`src/logic/ddrsc_pkg.sv`:
```
// Shared constants and types for the read strobe capture block.
// Assumes a single 50 MHz system clock and a plain register port.
package ddrsc_pkg;
  // Strobe group geometry
  localparam int CELLS_PER_GROUP = 12;
  localparam int DQ_PER_STROBE   = 10;
  localparam int EQ_W            = 2;
  localparam int ADDR_W          = 4;
  localparam int DATA_W          = 32;

  // Register byte addresses
  localparam logic [ADDR_W-1:0] ADDR_CTRL   = 4'h0;
  localparam logic [ADDR_W-1:0] ADDR_EQ     = 4'h4;
  localparam logic [ADDR_W-1:0] ADDR_STATUS = 4'h8;

  // Control and status bit positions
  localparam int CTRL_EN_BIT   = 0;
  localparam int CTRL_DIFF_BIT = 1;
  localparam int ST_POL_BIT    = 0;
  localparam int ST_LOCK_BIT   = 1;
  localparam int ST_OVF_BIT    = 2;
  localparam int ST_EDGE_LSB   = 4;

  // Reset values
  localparam logic [1:0]      CTRL_RESET = 2'h0;
  localparam logic [EQ_W-1:0] EQ_NONE    = 2'h0;

  typedef enum logic [1:0] {
    DDRSC_EDGE_LEFT   = 2'b00,
    DDRSC_EDGE_RIGHT  = 2'b01,
    DDRSC_EDGE_TOP    = 2'b10,
    DDRSC_EDGE_BOTTOM = 2'b11
  } ddrsc_edge_e;

  typedef enum logic [1:0] {
    DDRSC_IDLE      = 2'b00,
    DDRSC_WAIT_PRE  = 2'b01,
    DDRSC_WAIT_RISE = 2'b10,
    DDRSC_LOCKED    = 2'b11
  } ddrsc_state_e;

  // One captured beat pair
  typedef struct packed {
    logic [DQ_PER_STROBE-1:0] rise;
    logic [DQ_PER_STROBE-1:0] fall;
  } ddrsc_beat_s;
endpackage

```
`src/logic/ddrsc_capture.sv`:
```
// Read strobe capture for one strobe group, with polarity control.
// Assumes pins arrive asynchronously and a core read pulse marks each read.
//
// The address map and the address-and-strobe port were left to the implementer.
`timescale 1ns/1ps
module ddrsc_capture
  import ddrsc_pkg::*;
#(
  parameter ddrsc_edge_e EDGE = DDRSC_EDGE_LEFT,
  parameter int          DQ_W = ddrsc_pkg::DQ_PER_STROBE
) (
  input  wire logic                           i_clk_sys,
  input  wire logic                           i_reset,
  input  wire logic [ddrsc_pkg::ADDR_W-1:0]   i_addr,
  input  wire logic [ddrsc_pkg::DATA_W-1:0]   i_wdata,
  input  wire logic                           i_wr,
  input  wire logic                           i_rd,
  output logic      [ddrsc_pkg::DATA_W-1:0]   o_rdata,
  input  wire logic                           i_read_start,
  input  wire logic                           i_strobe_t,
  input  wire logic                           i_strobe_c,
  input  wire logic [DQ_W-1:0]                i_dq,
  output logic                                o_rd_valid,
  output ddrsc_pkg::ddrsc_beat_s              o_rd_beat,
  input  wire logic                           i_rd_ready,
  output logic                                o_read_clock_polarity,
  output logic                                o_read_transfer_latch,
  output logic      [DQ_W*ddrsc_pkg::EQ_W-1:0] o_eq_setting,
  output logic      [ddrsc_pkg::EQ_W-1:0]     o_eq_strobe_comp,
  output logic                                o_out_gearing_en
);
  import ddrsc_pkg::*;

  // Edge capabilities
  localparam logic EDGE_DDR  = (EDGE != DDRSC_EDGE_BOTTOM);
  localparam logic EDGE_GEAR = (EDGE == DDRSC_EDGE_LEFT) ||
                               (EDGE == DDRSC_EDGE_RIGHT);

  // Pin synchronisers, two flops each
  logic [DQ_W-1:0] dq_m_reg, dq_s_reg;
  logic            st_t_m_reg, st_t_s_reg, st_c_m_reg, st_c_s_reg;
  logic            strobe_prev_reg;

  // Registers and state
  logic [1:0]           ctrl_reg;
  logic [DQ_W*EQ_W-1:0] eq_reg;
  logic                 ovf_reg;
  ddrsc_state_e         state_reg, state_next;
  logic                 phase_reg;
  logic                 pol_reg;
  logic [DQ_W-1:0]      rise_reg, fall_reg;
  logic                 pend_reg;
  ddrsc_beat_s          xfer_reg;
  logic                 latch_reg;
  ddrsc_beat_s          spare_reg;
  logic                 spare_v_reg;

  always_ff @(posedge i_clk_sys) begin
    dq_m_reg   <= i_dq;
    dq_s_reg   <= dq_m_reg;
    st_t_m_reg <= i_strobe_t;
    st_t_s_reg <= st_t_m_reg;
    st_c_m_reg <= i_strobe_c;
    st_c_s_reg <= st_c_m_reg;
  end

  // Strobe recovery and edge detection
  wire logic diff_en  = ctrl_reg[CTRL_DIFF_BIT];
  wire logic cap_en   = ctrl_reg[CTRL_EN_BIT] && EDGE_DDR;
  wire logic strobe   = diff_en ? (st_t_s_reg & ~st_c_s_reg)
                                : st_t_s_reg;
  wire logic st_rise  = strobe && !strobe_prev_reg;
  wire logic st_fall  = !strobe && strobe_prev_reg;
  wire logic locked   = (state_reg == DDRSC_LOCKED);
  // The locking rise already carries the first beat of the burst
  wire logic armed    = locked || (state_reg == DDRSC_WAIT_RISE);
  wire logic cap_rise = cap_en && armed && st_rise;
  wire logic cap_fall = cap_en && locked && st_fall;

  always_ff @(posedge i_clk_sys) begin
    if (i_reset) begin
      strobe_prev_reg <= 1'b1;
    end else begin
      strobe_prev_reg <= strobe;
    end
  end

  // Register decode
  wire logic wr_ctrl   = i_wr && (i_addr == ADDR_CTRL);
  wire logic wr_eq     = i_wr && (i_addr == ADDR_EQ);
  wire logic wr_status = i_wr && (i_addr == ADDR_STATUS);
  wire logic [DATA_W-1:0] status_word =
    DATA_W'({EDGE, 1'b0, ovf_reg, locked, pol_reg}) ;
  wire logic [DATA_W-1:0] rd_mux =
    (i_addr == ADDR_CTRL)   ? DATA_W'(ctrl_reg) :
    (i_addr == ADDR_EQ)     ? DATA_W'(eq_reg)   :
    (i_addr == ADDR_STATUS) ? status_word       : '0;

  // Equalisation mask: differential keeps complement pins at none
  wire logic [EQ_W-1:0] eq_comp = diff_en ? EQ_NONE
                                          : eq_reg[EQ_W-1:0];

  // Control and equalisation registers
  always_ff @(posedge i_clk_sys) begin
    if (i_reset) begin
      ctrl_reg <= CTRL_RESET;
      eq_reg   <= '0;
      o_rdata  <= '0;
    end else begin
      if (wr_ctrl) begin
        ctrl_reg <= i_wdata[1:0];
      end
      if (wr_eq) begin
        eq_reg <= i_wdata[DQ_W*EQ_W-1:0];
      end
      o_rdata <= i_rd ? rd_mux : '0;
    end
  end

  // Half-rate phase of the system clock
  always_ff @(posedge i_clk_sys) begin
    if (i_reset) begin
      phase_reg <= 1'b0;
    end else begin
      phase_reg <= !phase_reg;
    end
  end

  // Arming sequence for polarity detection
  always_comb begin
    state_next = state_reg;
    unique case (state_reg)
      DDRSC_IDLE: begin
        if (i_read_start && cap_en) begin
          state_next = DDRSC_WAIT_PRE;
        end
      end
      DDRSC_WAIT_PRE: begin
        if (!strobe) begin
          state_next = DDRSC_WAIT_RISE;
        end
      end
      DDRSC_WAIT_RISE: begin
        if (st_rise) begin
          state_next = DDRSC_LOCKED;
        end
      end
      DDRSC_LOCKED: begin
        if (i_read_start) begin
          state_next = DDRSC_WAIT_PRE;
        end
      end
    endcase
    if (!cap_en) begin
      state_next = DDRSC_IDLE;
    end
  end

  // Polarity latch, held for the whole read
  always_ff @(posedge i_clk_sys) begin
    if (i_reset) begin
      state_reg <= DDRSC_IDLE;
      pol_reg   <= 1'b0;
    end else begin
      state_reg <= state_next;
      if (state_reg == DDRSC_WAIT_RISE && st_rise) begin
        pol_reg <= phase_reg;
      end
    end
  end

  // Rise and fall capture for every lane on the strobe bus
  generate
    for (genvar g = 0; g < DQ_W; g++) begin : g_lane
      always_ff @(posedge i_clk_sys) begin
        if (i_reset) begin
          rise_reg[g] <= 1'b0;
          fall_reg[g] <= 1'b0;
        end else begin
          if (cap_rise) begin
            rise_reg[g] <= dq_s_reg[g];
          end
          if (cap_fall) begin
            fall_reg[g] <= dq_s_reg[g];
          end
        end
      end
    end
  endgenerate

  // Handoff timing on the selected phase
  wire logic do_latch = pend_reg && (phase_reg == pol_reg);
  wire logic pop      = o_rd_valid && i_rd_ready;
  wire logic accept   = !spare_v_reg;
  wire logic push     = latch_reg && accept;

  always_ff @(posedge i_clk_sys) begin
    if (i_reset) begin
      pend_reg  <= 1'b0;
      latch_reg <= 1'b0;
      xfer_reg  <= '0;
    end else begin
      latch_reg <= do_latch;
      if (cap_fall) begin
        pend_reg <= 1'b1;
      end else if (do_latch) begin
        pend_reg <= 1'b0;
      end
      if (do_latch) begin
        xfer_reg <= '{rise: rise_reg, fall: fall_reg};
      end
    end
  end

  // Two-entry output buffer: head is the output, spare absorbs a stall
  always_ff @(posedge i_clk_sys) begin
    if (i_reset) begin
      o_rd_valid  <= 1'b0;
      o_rd_beat   <= '0;
      spare_v_reg <= 1'b0;
      spare_reg   <= '0;
    end else if (pop && spare_v_reg) begin
      o_rd_beat   <= spare_reg;
      spare_reg   <= xfer_reg;
      spare_v_reg <= push;
    end else if (pop) begin
      o_rd_beat  <= xfer_reg;
      o_rd_valid <= push;
    end else if (push && !o_rd_valid) begin
      o_rd_beat  <= xfer_reg;
      o_rd_valid <= 1'b1;
    end else if (push) begin
      spare_reg   <= xfer_reg;
      spare_v_reg <= 1'b1;
    end
  end

  // Overflow flag: a new loss wins over a clear
  always_ff @(posedge i_clk_sys) begin
    if (i_reset) begin
      ovf_reg <= 1'b0;
    end else if (latch_reg && !accept) begin
      ovf_reg <= 1'b1;
    end else if (wr_status && i_wdata[ST_OVF_BIT]) begin
      ovf_reg <= 1'b0;
    end
  end

  // Registered side outputs
  always_ff @(posedge i_clk_sys) begin
    if (i_reset) begin
      o_read_clock_polarity <= 1'b0;
      o_read_transfer_latch <= 1'b0;
      o_eq_setting          <= '0;
      o_eq_strobe_comp      <= EQ_NONE;
      o_out_gearing_en      <= 1'b0;
    end else begin
      o_read_clock_polarity <= pol_reg;
      o_read_transfer_latch <= do_latch;
      o_eq_setting          <= eq_reg;
      o_eq_strobe_comp      <= eq_comp;
      o_out_gearing_en      <= EDGE_GEAR;
    end
  end
endmodule

```
`config.mk`:
```
export PLATFORM = sky130hd
export DESIGN_NAME = ddrsc_capture
export DESIGN_NICKNAME = d
export VERILOG_FILES = /design/src/logic/ddrsc_pkg.sv /design/src/logic/ddrsc_capture.sv
export SDC_FILE = /design/constraint.sdc
export NUM_CORES = 1
export LEC_CHECK = 0
export BUFFER_PORTS_ARGS = -buffer_cell sky130_fd_sc_hd__clkbuf_2
export CORE_ASPECT_RATIO = 0.8
export CORE_MARGIN = 1
export CORE_UTILIZATION = 53
export CTS_CLUSTER_DIAMETER = 120
export CTS_CLUSTER_SIZE = 20
export DETAILED_ROUTE_END_ITERATION = 10
export GPL_ROUTABILITY_DRIVEN = 0
export HOLD_SLACK_MARGIN = 0.1
export MAX_ROUTING_LAYER = met4
export PLACE_DENSITY = 0.78
export SYNTH_ARGS = -nofsm -noshare
export SYNTH_HDL_FRONTEND = slang
export SYNTH_SLANG_ARGS = --single-unit
```
`constraint.sdc`:
```
create_clock -name i_clk_sys -period 1.6 [get_ports i_clk_sys]
set_clock_uncertainty 0.05 [all_clocks]
set_input_delay 0.24 -clock i_clk_sys [delete_from_list [all_inputs] [get_ports i_clk_sys]]
set_output_delay 0.24 -clock i_clk_sys [all_outputs]
set_load 0.05 [all_outputs]
```
==> key figures <==
Synthesis
  • Async set-or-reset flop fraction in the synthesized netlist: 0%
  • Cell taking the most area after synthesis: dfxtp_1
  • Synthesized cell area: around 6100 µm²
  • Post-synth EDFFs: 0
  • Syn. warnings: 0
  • Mapped Cells: approximately 600
  • Count leader, synth: dfxtp_1
  • Top FF cell, synth: dfxtp_1
  • Commonest cells post-synth: dfxtp_1, nand2_1, nor2_1
  • Top cells by area, synth: dfxtp_1, mux2i_1, nand2_1
  • Register area share after synthesis: 58.8%
  • Mean Syn Cell Area: roughly 10 µm²
  • Synth unique cells: 40
  • Yosys top cell area share: 58.8%
  • #FFs+latches synth: 180

Clock tree
  • CTS Buf Count: 17
  • CTS Root Cell: clkbuf_16
  • CTS clock-pin slew for the worst setup and hold paths: 60 ps
  • Clock Tree Buf Depth: 2
  • H-tree depth: 4
  • Clk_lat worst skew: ~400 ps
  • CTS tree: yes
  • Clock Sinks: between 150 and 200

Timing
  • Setup tns final: 0 ps
  • Final min period: approximately 1600 ps
  • Final slew viol count: 0
  • Endpoints failing setup: 0
  • Maximum clock rate: around 640 MHz
  • Final hold violations: 0
  • Setup WS post-layout: 36.5 ps
  • Fin crit share: slightly below 100%

Setup path
  • CP max stage delay: around 350 ps
  • Nature of the critical path startpoint: flop
  • CP bufs+invs: 2
  • Slowest CP cell: dfxtp_2
  • CP endpoint kind: flop
  • Critical path arrival: 1820 ps
  • Crit path kind: flop to flop
  • Crit path cell chain: inv_1, buf_4, ha_1, nor2_2, o221a_2, nand3_1, and3_1
  • CP delay by family, top: simple AND/OR/NAND/NOR gates
  • CP Max Fanout: 3
  • Crit path required time: 1850 ps

Power
  • Power Density: roughly 1200 nW/µm²
  • Worst vdd ir: between 0.0007 and 0.0008 V
  • P_leak: between 3 and 4 nW
  • Design Power: 0.00909 W

Flow run
  • Max Cap Viol: 0

Floorplan
  • Top Ports: about 130
  • Die width: approximately 120 µm
  • Starting density of the core: around 55%
  • Core area: between 10000 and 15000 µm²
  • Row cnt: 34
  • Die footprint: approximately 12000 µm²
  • Die height: between 90 and 100 µm

Global route
  • Vias in the first global route: 4467
  • First-pass GRT wire length: 20500 µm
  • Grt ovf: 0
  • Total GRT Usage: about 22%
  • Initial antenna violation count: 0
  • Pin count of the biggest net entering global routing: 76

Cells and area
  • Register area: around 3600 µm²
  • Diodes inserted: 0
  • Post-Route Utilization: 71.2%
  • Nets: ~810
  • Layout cell share with drive strength beyond 1: between 20 and 25%
  • Fillers: just under 800
  • Final Cell Area: 7870 µm²
  • Area Growth Syn to Fin: 28.5%
  • Area of the multi-input gates: 2280 µm²

Placement
  • Dpl ws: -356 ps
  • Placed cell area: about 7000 µm²
  • IO buf count: 107
  • DP HPWL: 8000 µm

Route
  • Routed Antenna Nets: 0
  • DR pass1 iterations: 4
  • Wire per inst: around 14 µm
  • Via Count: 4544
  • Initial DRC count: approximately 310
  • DRT Wirelength: 12800 µm
  • Drt drc: 0
  • Number of vias per cell: ~5

Outcome
  • Outcome: completed

Min path
  • Worst hold path type: input pin to flop
## layout make-up
| class | count | area share (%) |
|---|---|---|
| flip-flops and latches | 180 | 45.8 |
| clock inverters | 11 | 1.94 |
| multi-input cells | 381 | 29.0 |
| inverters | 7 | 0.334 |
| well taps | 144 | 2.29 |
| repair buffers | 165 | 14.8 |
| clock buffers | 21 | 5.85 |
## worst min-delay path: stages
cell and delay, ps:
clkbuf_2 110, inv_1 80, nand2_1 60, a21oi_1 70
## metrics by stage
| stage | cells | hold WS [ps] |
|---|---|---|
| final | 909 | 156 |
| after global routing | 909 | 193 |
| after CTS | 907 | 135 |
| after detailed placement | 839 | 263 |
| after global placement | 839 | 263 |
| after floorplan | 613 | 218 |
## power breakdown
group | switching (W) | internal (W)
clock | 0.00166 | 0.00255
combinational | 0.000202 | 0.000131
sequential | 0.0000215 | 0.00453
total | 0.00188 | 0.00721
## layer usage
metal	wire, µm	part of all wire (%)	track usage (%)
met5	0	0	-
met4	206	1.6	8.63
met3	598	4.7	4.38
met2	6050	47	36.0
met1	5920	46	27.1
## path summary, 6_finish.rpt
path           startpoint           end  slack (ps)  depth (start not counted)
min reg2reg    st_c_m_reg    st_c_s_reg         280                          0
max          state_reg[0]  state_reg[0]          40                          7
max reg2reg  state_reg[0]  state_reg[0]          40                          7
min             i_addr[2]    o_rdata[1]         160                          4
## layout by cell type (no fill, tap or decap), types with 4 or more instances in the layout
cell type      netlist  layout
a211oi_1            21      21
a21oi_1             45      45
and2_1              19      19
buf_12               1       5
buf_4               16      17
clkbuf_16            0      19
clkbuf_2             1     104
clkinv_4             0       4
conb_1               1      12
dfxtp_1            180     177
dlygate4sd3_1        0      34
ha_1                 5       5
inv_1                7       7
mux2i_1             63      62
nand2_1             86      86
nand3_1              5       5
nor2_1              69      68
nor2b_1             24      24
## kinds of logic after synthesis
family | after synthesis | synth area share, %
buffers and inverters | 52 | 5.02
adders and majority gates | 5 | 1.02
DFF | 180 | 58.8
other | 1 | 0.0612
xor gates and xnor gates | 1 | 0.143
muxes | 63 | 10.3
and+or+nand+nor | 218 | 16.4
AOI/OAI and AO/OA | 82 | 8.31
## timing repair
action	CTS	global route
hold endpoints to repair	39	0
cloned	0	2
buffers inserted	1	1
resized for setup	3	8
endpoints found under the setup margin	11	25
pin swaps	1	4
hold buffers	35	0
Power figures use the tool's default switching activity.
